==> src/common/bag_pkg.sv <==
// Overview of operation
// Secure on at level 1: boot only in root services or secure flash 0x0C000000-0x0C1FFFFF.
// Secure on, level 1, address outside that region: fixed vector 0x0FF80000 is used.
// Secure off at level 2: boot only in flash 0x08000000-0x081FFFFF.
// Secure off, level 2, address outside that window: vector 0x08000000 is used instead.
// Forcing applies only at level 0.5 or above; below it the address passes unchanged.
// With the security extension on, the secure boot address option gives the boot location.
// With the single-boot-entry lock set, only the secure boot address option is used.
// Secure off at level 1: the requested address passes through unchecked.
`default_nettype none
package bag_pkg;
    // ------------------------------------------------------------
    // Protection level encodings
    // ------------------------------------------------------------
    localparam logic [1:0] BAG_LVL_0    = 2'h0;
    localparam logic [1:0] BAG_LVL_0P5  = 2'h1;
    localparam logic [1:0] BAG_LVL_1    = 2'h2;
    localparam logic [1:0] BAG_LVL_2    = 2'h3;
    // ------------------------------------------------------------
    // Address windows and forced vectors
    // ------------------------------------------------------------
    localparam logic [31:0] BAG_SEC_FLASH_LO  = 32'h0C00_0000;
    localparam logic [31:0] BAG_SEC_FLASH_HI  = 32'h0C1F_FFFF;
    localparam logic [31:0] BAG_ROOT_SVC_VECTOR = 32'h0FF8_0000;
    localparam logic [31:0] BAG_NS_FLASH_LO   = 32'h0800_0000;
    localparam logic [31:0] BAG_NS_FLASH_HI   = 32'h081F_FFFF;
    localparam logic [31:0] BAG_NS_FORCED     = 32'h0800_0000;
    localparam logic [31:0] BAG_RESET_ADDR    = 32'h0000_0000;
    // Root security services window size; a plain default, widen to the real region
    localparam logic [31:0] BAG_ROOT_SVC_SPAN = 32'h0000_FFFF;
endpackage
`default_nettype wire

==> src/hdl/bag_range_check.sv <==
`default_nettype none
module bag_range_check
(
    input  wire logic [31:0] addr,
    input  wire logic [31:0] lo,
    input  wire logic [31:0] hi,
    output logic             in_window
);
    // Inclusive window compare
    assign in_window = (addr >= lo) && (addr <= hi);
endmodule
`default_nettype wire

==> src/hdl/bag_boot_address_guard.sv <==
`default_nettype none
module bag_boot_address_guard
(
    input  wire logic        clk,
    input  wire logic        arst_n,
    input  wire logic [1:0]  readout_protection_level,
    input  wire logic        security_extension_enable,
    input  wire logic        boot_lock,
    input  wire logic [31:0] requested_boot_address,
    input  wire logic [31:0] secure_boot_address_option,
    output logic [31:0]      effective_boot_address,
    output logic             boot_address_forced,
    output logic             boot_address_valid
);
    import bag_pkg::*;

    // ------------------------------------------------------------
    // Input synchronisers
    // ------------------------------------------------------------
    // Option bytes and pins come from outside this clock, two stages each
    // Words are synced bit by bit: they must be static, a change may show one mixed value
    logic [1:0]  lvl_s1;
    logic [1:0]  lvl;
    logic        sec_s1;
    logic        sec;
    logic        lock_s1;
    logic        lock;
    logic [31:0] req_s1;
    logic [31:0] req;
    logic [31:0] sba_s1;
    logic [31:0] sba;

    // Protection level; resets to the open level so nothing is forced while filling
    always_ff @(posedge clk or negedge arst_n)
    begin
        if (!arst_n)
        begin
            lvl_s1 <= BAG_LVL_0;
            lvl    <= BAG_LVL_0;
        end
        else
        begin
            lvl_s1 <= readout_protection_level;
            lvl    <= lvl_s1;
        end
    end

    // Security extension enable
    always_ff @(posedge clk or negedge arst_n)
    begin
        if (!arst_n)
        begin
            sec_s1 <= 1'b0;
            sec    <= 1'b0;
        end
        else
        begin
            sec_s1 <= security_extension_enable;
            sec    <= sec_s1;
        end
    end

    // Single-boot-entry lock
    always_ff @(posedge clk or negedge arst_n)
    begin
        if (!arst_n)
        begin
            lock_s1 <= 1'b0;
            lock    <= 1'b0;
        end
        else
        begin
            lock_s1 <= boot_lock;
            lock    <= lock_s1;
        end
    end

    // Requested boot address
    always_ff @(posedge clk or negedge arst_n)
    begin
        if (!arst_n)
        begin
            req_s1 <= BAG_RESET_ADDR;
            req    <= BAG_RESET_ADDR;
        end
        else
        begin
            req_s1 <= requested_boot_address;
            req    <= req_s1;
        end
    end

    // Secure boot address option
    always_ff @(posedge clk or negedge arst_n)
    begin
        if (!arst_n)
        begin
            sba_s1 <= BAG_RESET_ADDR;
            sba    <= BAG_RESET_ADDR;
        end
        else
        begin
            sba_s1 <= secure_boot_address_option;
            sba    <= sba_s1;
        end
    end

    // ------------------------------------------------------------
    // Source selection
    // ------------------------------------------------------------
    // Secure mode or the lock take the secure option; lock ignores the request
    wire         use_secure = sec | lock;
    wire [31:0]  candidate  = use_secure ? sba : req;

    // ------------------------------------------------------------
    // Window checks
    // ------------------------------------------------------------
    // Top of the root services window, cut to the address width on purpose
    localparam logic [31:0] ROOT_SVC_HI = 32'(BAG_ROOT_SVC_VECTOR + BAG_ROOT_SVC_SPAN);

    logic in_sec_flash;
    logic in_ns_flash;
    logic in_root_svc;

    bag_range_check u_sec_flash
    (
        .addr      (candidate),
        .lo        (BAG_SEC_FLASH_LO),
        .hi        (BAG_SEC_FLASH_HI),
        .in_window (in_sec_flash)
    );

    bag_range_check u_ns_flash
    (
        .addr      (candidate),
        .lo        (BAG_NS_FLASH_LO),
        .hi        (BAG_NS_FLASH_HI),
        .in_window (in_ns_flash)
    );

    bag_range_check u_root_svc
    (
        .addr      (candidate),
        .lo        (BAG_ROOT_SVC_VECTOR),
        .hi        (ROOT_SVC_HI),
        .in_window (in_root_svc)
    );

    // ------------------------------------------------------------
    // Forcing decision
    // ------------------------------------------------------------
    // Decision per combination, where secure source means extension on or lock set:
    //   level 0               : candidate passes untouched
    //   secure, level 0.5 to 2: secure flash or root services window, else root vector
    //   plain, level 0.5 or 1 : candidate passes untouched
    //   plain, level 2        : plain flash window, else flash base
    // Forcing only from level 0.5 up; level 0 passes untouched
    wire protected_lvl = (lvl != BAG_LVL_0);
    // Level 2 in secure mode is treated like level 1: stricter never hurts
    wire sec_strict    = use_secure && protected_lvl;
    wire sec_bad       = sec_strict && !(in_sec_flash || in_root_svc);
    wire ns_strict     = !use_secure && (lvl == BAG_LVL_2);
    wire ns_bad        = ns_strict && !in_ns_flash;
    // Non-secure level 1 (and 0.5, unused there) pass straight through

    // Substitution is a plain mux, so a bad option costs no extra cycle
    wire [31:0] next_effective = sec_bad ? BAG_ROOT_SVC_VECTOR :
                                 ns_bad  ? BAG_NS_FORCED       :
                                 candidate;
    // The flag lets start-up code tell a forced vector from a chosen one
    wire        next_forced    = sec_bad | ns_bad;

    // ------------------------------------------------------------
    // Output stage
    // ------------------------------------------------------------
    // Fill marker, one bit per synchroniser stage since reset release
    logic [1:0] fill;

    always_ff @(posedge clk or negedge arst_n)
    begin
        if (!arst_n)
        begin
            fill <= 2'h0;
        end
        else
        begin
            fill <= {fill[0], 1'b1};
        end
    end

    // Effective address register; the port comes straight from here
    always_ff @(posedge clk or negedge arst_n)
    begin
        if (!arst_n)
        begin
            effective_boot_address <= BAG_RESET_ADDR;
        end
        else
        begin
            effective_boot_address <= next_effective;
        end
    end

    // Substitution flag register
    always_ff @(posedge clk or negedge arst_n)
    begin
        if (!arst_n)
        begin
            boot_address_forced <= 1'b0;
        end
        else
        begin
            boot_address_forced <= next_forced;
        end
    end

    // Valid rises on the third edge after release, once real inputs reach the result
    always_ff @(posedge clk or negedge arst_n)
    begin
        if (!arst_n)
        begin
            boot_address_valid <= 1'b0;
        end
        else
        begin
            boot_address_valid <= fill[1];
        end
    end
endmodule
`default_nettype wire

==> config.mk <==
export PLATFORM = sky130hd
export DESIGN_NAME = bag_boot_address_guard
export DESIGN_NICKNAME = d
export VERILOG_FILES = /design/src/common/bag_pkg.sv /design/src/hdl/bag_range_check.sv /design/src/hdl/bag_boot_address_guard.sv
export SDC_FILE = /design/constraint.sdc
export NUM_CORES = 1
export LEC_CHECK = 0
export ABC_AREA = 1
export BUFFER_PORTS_ARGS = -buffer_cell sky130_fd_sc_hd__clkbuf_2
export CAP_MARGIN = 20
export CORE_MARGIN = 3
export CORE_UTILIZATION = 48
export CTS_CLUSTER_DIAMETER = 200
export DETAILED_ROUTE_END_ITERATION = 12
export GPL_ROUTABILITY_DRIVEN = 0
export GPL_TIMING_DRIVEN = 0
export PLACE_DENSITY = 0.74
export SLEW_MARGIN = 20
export SYNTH_ARGS = -nofsm -noshare
export SYNTH_HDL_FRONTEND = slang
export SYNTH_SLANG_ARGS = --single-unit
==> constraint.sdc <==
create_clock -name clk -period 1.7 [get_ports clk]
set_input_delay 0 -clock clk [delete_from_list [all_inputs] [get_ports clk]]
set_output_delay 0 -clock clk [all_outputs]
set_load 0.005 [all_outputs]
==> results.py, run 1 <==
metrics = {
    "run_status": {
        "outcome": "complete, but fails checks",
        "violations": "setup timing",
    },
    "finish": {
        "finalNetCount": 673,
        "fillers": 734,
        "drive_gt1_share_pct": 34.5,
        "final_util_pct": 70.3,
        "num_antenna_cells": 0,
        "area_growth_pct": 42.1,
    },
    "clock_network": {
        "cts-buffers-inserted": 17,
        "cts_buffer_depth": 2,
        "htree_levels": 4,
        "clk_latency_ps": 530,
        "cts_root_buffer": "clkbuf_8",
        "clk_transition_reported_paths_ps": 70,
        "cts_sinks": 172,
        "cts_tree": "built",
    },
    "floorplanning": {
        "coreArea_sq_um": 10900,
        "start_util_pct": 49.5,
        "num_rows": 38,
        "die_x_um": 112,
        "ios": 104,
        "die_h_um": 112,
        "die-area_sq_um": 12500,
    },
    "routing": {
        "vias_per_cell": 4.46,
        "num_vias": 3370,
        "drtIter0Drc": 165,
        "ant_nets": 0,
        "drt_first_pass_iters": 4,
        "drc": 0,
        "post_drt_wl_per_cell_um": 14.2,
        "wl_um": 10700,
    },
    "yosys": {
        "ys_seq_area_share_pct": 79.9,
        "synth-seq-cells": 172,
        "syn_area_sq_um": 5390,
        "yosys_warnings": 0,
        "syn_avg_cell_area_sq_um": 13.5,
        "post_synth_num_cell_types": 19,
        "synthCells": 399,
        "synth_nets": 469,
    },
    "global_routing": {
        "grt_pass1_vias": 3636,
        "grt_pass1_wl_um": 17700,
        "grt_max_degree": 99,
        "track_usage_pct": 18.5,
        "grt_remaining_overflow": 0,
        "antenna_found_initial": 0,
    },
    "job": {
        "cap_violations": 0,
    },
    "placed_design": {
        "hpwl_um": 5960,
        "place_ws_ps": -257,
        "port_buffers": 103,
    },
    "pwr": {
        "p_total_w": 0.00867,
        "p_per_area_nw_per_um2": 1130,
        "vdd_drop_max_mv": 0.663,
        "p_leak_nw": 3.88,
    },
    "sta": {
        "fin_hold_ws_ps": 14.2,
        "max_clock_freq_ghz": 0.527,
        "drv_slew": 0,
        "finalSetupTns_ps": -4790,
        "period_minus_slack_ps": 1900,
        "final-hold-violation-count": 0,
        "period_share_pct": 112,
        "maxSlewHeadroom_pct": 61.5,
        "finalSetupViolCount": 33,
        "setup_ws_ps": -198,
        "worst_pin_slew_ps": 578,
        "rsz0062_at_grt": "true",
        "skew_ps": 6.95,
    },
    "worst_setup_path": {
        "arrival_ps": 2370,
        "crit_fanout": 8,
        "worstSetupPathType": "flip-flop to flip-flop",
        "r2r_cells": 11,
        "crit_path_end_kind": "flip-flop",
        "worstPathRequired_ps": 2170,
        "critPathLaunchType": "flip-flop",
    },
    "hold_path": {
        "hp-class": "primary input to async pin",
    },
}
worst max-delay path, cell delays in order, from the launching register on:
cell and delay, ps:
dfrtp_1 410, nor2_4 240, buf_6 160, nand2_1 70
o21ai_2 90, nand2_2 90, nor2_4 140, nand3_4 170
buf_6 190, a21oi_2 120, nand2_1 90, inv_2 50
through the flow:
step | cell area, sq um | std cells
6_report | 7650 | 755
4_1_cts | 7530 | 751
5_1_grt | 7650 | 755
3_5_place_dp | 6110 | 643
2_1_floorplan | 5390 | 399
3_3_place_gp | 6080 | 642
repair_timing:
action / CTS / global route
hold buffers: 69 / 0
endpoints found under the setup margin: 33 / 33
buffers inserted: 3 / 3
hold endpoints to repair: 152 / 0
cloned: 5 / 1
pin swaps: 11 / 12
gates resized for setup: 40 / 32
cell usage in the layout, fill, tap and decap left out, drive strengths merged:
cell,n
dfrtp,172
nor3,1
mux2i,16
clkinv,5
dlygate4sd3,69
nand2,83
o21ai,15
clkbuf,122
a21oi,24
buf,23
nand3,5
conb,1
bufinv,1
clkinvlp,1
inv,62
nor2,15
cell usage after synthesis:
library cell | count | area (sq um)
dfrtp_1 | 172 | 4300
nand2_1 | 82 | 308
inv_1 | 47 | 176
a21oi_1 | 24 | 120
mux2i_1 | 16 | 160
nor2_1 | 12 | 45.0
o21ai_0 | 12 | 60.1
inv_2 | 8 | 30.0
buf_2 | 5 | 25.0
buf_6 | 5 | 56.3
nand3_1 | 3 | 15.0
o21ai_1 | 3 | 15.0
clkbuf_1 | 2 | 7.51
nand3_2 | 2 | 20.0
nor2_2 | 2 | 12.5
conb_1 | 1 | 3.75
nand2_2 | 1 | 6.26
nor2_4 | 1 | 11.3
nor3_2 | 1 | 10.0
layer usage:
metal	vias to the layer above	share of wire, %	global-route usage [%]
met2	85	54	31.7
met5	-	0	0
met1	1647	39	21.4
met3	24	4.9	5.76
li1	1614	-	-
met4	0	2.3	8.33
area by class of cell:
class | count | area, sq um | area share [%]
Tap cell | 140 | 175 | 2.29
Clock buffer | 17 | 414 | 5.41
Buffer | 12 | 123 | 1.60
Sequential cell | 172 | 4300 | 56.2
Clock inverter | 14 | 136 | 1.78
Timing Repair Buffer | 185 | 1350 | 17.6
Inverter | 55 | 206 | 2.70
Multi-Input combinational cell | 160 | 951 | 12.4
power by group:
part | internal, W | switching (W) | total, W
sequential | 0.00432 | 0.0000700 | 0.00439
combinational | 0.000344 | 0.000360 | 0.000705
clock | 0.00197 | 0.00161 | 0.00358
total | 0.00663 | 0.00204 | 0.00867
flip-flops by register name (all words and copies together) (netlist names):
register	cells
sec_s1	1
req	32
boot_address_valid	1
lock	1
req_s1	32
sba	32
fill	2
lock_s1	1
boot_address_forced	1
effective_boot_address	32
lvl_s1	2
lvl	2
sec	1
sba_s1	32
worst paths after layout:
kind                                      startpoint                        end  slack [ps]
setup / recovery                                lock  effective_boot_address[7]        -200
hold / removal                                arst_n  effective_boot_address[9]          10
setup reg to reg                                lock  effective_boot_address[7]        -200
hold reg to reg                           req_s1[26]                    req[26]         350
max in group asynchronous                     arst_n                    req[14]         840
min in group clk           requested_boot_address[2]                  req_s1[2]         110
kinds of logic after synthesis:
group,count (synthesis),synth area share (%)
other,1,0.0696
flip-flops,172,79.9
buffers and inverters,67,5.48
AND/OR/NAND/NOR,104,7.94
AO/OA/AOI/OAI,39,3.62
multiplexers,16,2.97
Note: power is estimated with default switching activity, not from simulation.
==> inputs of run 2 (changes only) <==
--- a/config.mk
+++ b/config.mk
@@ -8,12 +8,12 @@
 export ABC_AREA = 1
 export BUFFER_PORTS_ARGS = -buffer_cell sky130_fd_sc_hd__clkbuf_2
 export CAP_MARGIN = 20
+export CORE_ASPECT_RATIO = 0.5
 export CORE_MARGIN = 3
 export CORE_UTILIZATION = 48
 export CTS_CLUSTER_DIAMETER = 200
 export DETAILED_ROUTE_END_ITERATION = 12
 export GPL_ROUTABILITY_DRIVEN = 0
-export GPL_TIMING_DRIVEN = 0
 export PLACE_DENSITY = 0.74
 export SLEW_MARGIN = 20
 export SYNTH_ARGS = -nofsm -noshare
==> results.py, run 2 (same netlist as run 1, synthesis figures left out) <==
metrics = {
    "run_status": {
        "outcome": "complete, but fails checks",
        "violations": "setup timing",
    },
    "floorplanning": {
        "die_h_um": 80.9,
        "start_util_pct": 50.9,
        "die_x_um": 156,
        "coreArea_sq_um": 10600,
        "die-area_sq_um": 12600,
        "num_rows": 26,
        "ios": 104,
    },
    "worst_setup_path": {
        "worstSetupPathType": "flip-flop to flip-flop",
        "critPathLaunchType": "flip-flop",
        "r2r_cells": 13,
        "r2r_slack_ps": -230,
        "crit_fanout": 11,
        "crit_path_end_kind": "flip-flop",
        "arrival_ps": 2240,
        "worstPathRequired_ps": 2010,
    },
    "finish": {
        "final_cell_mix": "dfrtp_1 (171), clkbuf_2 (102), nand2_1 (78)",
        "num_antenna_cells": 0,
        "finalNetCount": 681,
        "drive_gt1_share_pct": 31.3,
        "area_growth_pct": 42.4,
        "final_common_cell": "dfrtp_1",
        "design_area_sq_um": 7670,
    },
    "sta": {
        "rsz0062_at_grt": "true",
        "worst_pin_slew_ps": 541,
        "skew_ps": 8.54,
        "finalSetupViolCount": 33,
        "drv_slew": 0,
        "setup_ws_ps": -226,
        "max_clock_freq_ghz": 0.519,
        "period_minus_slack_ps": 1930,
        "final-hold-violation-count": 0,
        "maxSlewHeadroom_pct": 63.8,
        "period_share_pct": 113,
        "fin_hold_ws_ps": 153,
    },
    "clock_network": {
        "cts_buffer_depth": 2,
        "clk_transition_reported_paths_ps": 70,
        "htree_levels": 4,
        "clk_latency_ps": 420,
        "cts_tree": "built",
        "cts_sinks": 172,
        "cts_root_buffer": "clkbuf_16",
        "cts-buffers-inserted": 17,
    },
    "routing": {
        "drt_first_pass_iters": 4,
        "post_drt_wl_per_cell_um": 15.1,
        "vias_per_cell": 4.47,
        "num_vias": 3414,
        "drc": 0,
        "wl_um": 11500,
        "drtIter0Drc": 144,
        "ant_nets": 0,
    },
    "pwr": {
        "p_total_w": 0.00880,
        "vdd_drop_max_mv": 0.806,
        "p_leak_nw": 3.93,
        "p_per_area_nw_per_um2": 1150,
    },
    "placed_design": {
        "postPlaceCellArea_sq_um": 6250,
        "port_buffers": 103,
        "hpwl_um": 6340,
    },
    "job": {
        "cap_violations": 0,
    },
    "hold_path": {
        "hp-class": "primary input to async pin",
    },
    "global_routing": {
        "antenna_found_initial": 0,
        "top_usage_layer": "met2",
        "use_met2_pct": 33.6,
        "met3_usage_pct": 6.07,
        "track_usage_pct": 19.7,
        "grt_pass1_wl_um": 18400,
        "met1_usage_pct": 24.8,
        "grt_pass1_vias": 3674,
        "grt_max_degree": 72,
        "grt_remaining_overflow": 0,
    },
}
-- run 2: where the power goes --
part	total [W]	internal (W)	leakage (nW)	switching, W
clock network	0.00368	0.00195	0.279	0.00173
logic	0.000723	0.000365	1.63	0.000358
registers	0.00439	0.00432	2.02	0.0000763
-- run 2: repair_timing --
item / CTS / global route
setup buffers: 4 / 0
resized for setup: 10 / 16
cloned: 1 / 1
pin swaps: 3 / 3
hold buffers: 70 / 0
endpoints found under the hold margin: 240 / 0
setup endpoints to repair: 33 / 33
-- run 2: worst max-delay path, cell delays in order, from the launching register on --
cell	delay, ps
dfrtp_2	440
nor2_4	180
buf_6	150
buf_4	110
nand2_1	60
nand2_1	120
nor2_2	60
nand2_1	60
nor2_1	50
nand2_1	100
nand3_4	160
buf_12	200
nand2_1	80
inv_2	30
-- run 2: layer usage --
| layer | vias to the layer above | wire length, um |
|---|---|---|
| met5 | - | 0 |
| met4 | 0 | 127 |
| met3 | 15 | 514 |
| met2 | 84 | 5750 |
| met1 | 1676 | 5130 |
| li1 | 1639 | - |
-- run 2: worst paths after layout --
kind                                         endpoint                       start
max in group asynchronous  effective_boot_address[13]                      arst_n
setup / recovery            effective_boot_address[7]                        lock
min in group clk                           req_s1[10]  requested_boot_address[10]
hold reg to reg                               sba[15]                  sba_s1[15]
hold / removal                             req_s1[23]                      arst_n
setup reg to reg            effective_boot_address[7]                        lock
-- run 2: final cells by class --
class / instances / area, sq um
multi-input cells: 160 / 840
clock buffers: 17 / 425
inverters: 55 / 206
clock inverters: 15 / 150
flip-flops and latches: 172 / 4310
well taps: 140 / 175
repair buffers: 205 / 1570
fillers: 658 / 2900
-- run 2: metrics by stage --
stage	utilization (%)	setup slack, ps	setup TNS, ps	cells
floorplan	-	88.0	0	399
global placement	59.1	-149	-4240	656
detailed placement	59.1	-187	-5210	656
CTS	72.1	-135	-3810	763
global route	72.5	-324	-9730	764
finish	72.5	-226	-6710	764
==> inputs of run 3 (changes only) <==
--- a/config.mk
+++ b/config.mk
@@ -10,11 +10,11 @@
 export CAP_MARGIN = 20
 export CORE_ASPECT_RATIO = 0.5
 export CORE_MARGIN = 3
-export CORE_UTILIZATION = 48
+export CORE_UTILIZATION = 54
 export CTS_CLUSTER_DIAMETER = 200
 export DETAILED_ROUTE_END_ITERATION = 12
 export GPL_ROUTABILITY_DRIVEN = 0
-export PLACE_DENSITY = 0.74
+export PLACE_DENSITY = 0.78
 export SLEW_MARGIN = 20
 export SYNTH_ARGS = -nofsm -noshare
 export SYNTH_HDL_FRONTEND = slang
==> constraint.sdc (replaced) <==
create_clock -name clk -period 2.2 [get_ports clk]
set_input_delay 0 -clock clk [delete_from_list [all_inputs] [get_ports clk]]
set_output_delay 0 -clock clk [all_outputs]
set_load 0.005 [all_outputs]
==> results.py, run 3 (same netlist as run 1, synthesis figures left out) <==
metrics = {
    "run_status": {
        "outcome": "finished clean",
    },
    "clock_network": {
        "htree_levels": 4,
        "cts_sinks": 172,
        "clk_latency_ps": 430,
        "cts_tree": "built",
        "cts_buffer_depth": 2,
        "cts_setup_buffers": 0,
        "cts_root_buffer": "clkbuf_16",
        "cts-buffers-inserted": 17,
        "clk_transition_reported_paths_ps": 80,
    },
    "pwr": {
        "p_leak_nw": 3.78,
        "vdd_drop_max_mv": 0.568,
        "p_per_area_nw_per_um2": 924,
    },
    "floorplanning": {
        "die_x_um": 147,
        "start_util_pct": 56.3,
        "coreArea_sq_um": 9570,
        "num_rows": 25,
        "ios": 104,
        "die_h_um": 76.6,
        "die-area_sq_um": 11300,
    },
    "global_routing": {
        "grt_max_degree": 67,
        "grt_pass1_wl_um": 18700,
        "grt_pass1_vias": 3649,
        "track_usage_pct": 22.1,
        "antenna_found_initial": 0,
        "grt_remaining_overflow": 0,
    },
    "worst_setup_path": {
        "worstSetupPathType": "flip-flop to flip-flop",
        "critPathMaxStageDelay_ps": 440,
        "slowest_stage": "dfrtp_1",
        "crit_path_end_kind": "flip-flop",
        "critPathLaunchType": "flip-flop",
        "path_cells": "nor2_4 > buf_6 > nand2_1 > o21ai_1 > nand2_1 > nor2_2 > nand3_1 > nand3_4 > buf_12 > nand2_1 > inv_1",
        "cpMostUsedCell": "nand2_1",
        "path_delay_family": "simple AND/OR/NAND/NOR gates",
        "worstPathRequired_ps": 2550,
        "arrival_ps": 2410,
        "cp_num_buf_inv": 3,
        "crit_fanout": 22,
    },
    "routing": {
        "vias_per_cell": 4.68,
        "drt_first_pass_iters": 4,
        "num_vias": 3434,
        "drc": 0,
        "drtIter0Drc": 229,
        "post_drt_wl_per_cell_um": 15.5,
        "ant_nets": 0,
        "wl_um": 11400,
    },
    "placed_design": {
        "port_buffers": 103,
        "postPlaceCellArea_sq_um": 6090,
        "hpwl_um": 5950,
        "dp.cells": 633,
        "place_ws_ps": 221,
    },
    "job": {
        "cap_violations": 0,
    },
    "sta": {
        "period_minus_slack_ps": 2060,
        "finalSetupViolCount": 0,
        "worst_pin_slew_ps": 609,
        "setup_ws_ps": 145,
        "drv_slew": 0,
        "period_share_pct": 93.4,
        "maxSlewHeadroom_pct": 59.4,
        "max_clock_freq_ghz": 0.487,
        "skew_ps": 9.28,
        "final-hold-violation-count": 0,
    },
    "finish": {
        "final_util_pct": 77.2,
        "design_area_sq_um": 7390,
        "final_cells": 734,
        "final_cell_mix": "dfrtp_1 (172), clkbuf_2 (102), nand2_1 (82)",
        "final_common_cell": "dfrtp_1",
        "drive_gt1_share_pct": 26.4,
        "area_growth_pct": 37.2,
        "finalNetCount": 656,
        "num_antenna_cells": 0,
    },
    "hold_path": {
        "hp-class": "primary input to async pin",
    },
}
[run 3: final timing paths]
path / start / endpoint / slack [ps] / cells after the start
max: lock / effective_boot_address[13] / 140 / 11
min: arst_n / req[15] / 120 / 2
max reg2reg: lock / effective_boot_address[13] / 140 / 11
min reg2reg: sba_s1[8] / sba[8] / 340 / 0
max in group asynchronous: arst_n / req_s1[4] / 1340 / 3
min in group clk: requested_boot_address[13] / req_s1[13] / 210 / 2
[run 3: layout make-up]
type,count,area (sq um)
clock buffer,17,425
clock inverter,15,169
fill,553,2180
inverter,55,206
multi-input combinational,160,801
sequential,172,4300
tap,135,169
timing repair buffer,180,1310
[run 3: worst register-to-register path: cells and delay by family (launching register included)]
kind                   cells  cell delay, ps
buffers and inverters      3             500
and+or+nand+nor            7             900
DFF                        1             440
AOI/OAI and AO/OA          1             140
[run 3: per-stage QoR]
stage	total power (W)	setup TNS [ps]	hold slack [ps]
after floorplan	0.00359	0	-296
after global placement	0.00381	0	26.6
after detailed placement	0.00383	0	29.8
after global routing	0.00711	-10.5	181
after CTS	0.00683	0	152
final	0.00683	0	116
[run 3: per-layer routing]
layer  track usage (%)  vias to the layer above  wire (um)
li1                  -                     1595          -
met1              28.8                     1706       4810
met2              36.2                      114       5760
met3              6.42                       19        652
met4              7.62                        0        172
met5                 0                        -          0
[run 3: report_power, final]
| part | total [W] | internal [W] | switching [W] |
|---|---|---|---|
| sequential | 0.00340 | 0.00333 | 0.0000653 |
| clock | 0.00294 | 0.00153 | 0.00141 |
| combinational | 0.000489 | 0.000233 | 0.000257 |
[run 3: what timing repair did]
item | in CTS | in global routing
resized for setup | 0 | 2
endpoints found under the setup margin | 0 | 22
endpoints found under the hold margin | 132 | 0
hold buffers | 69 | 0
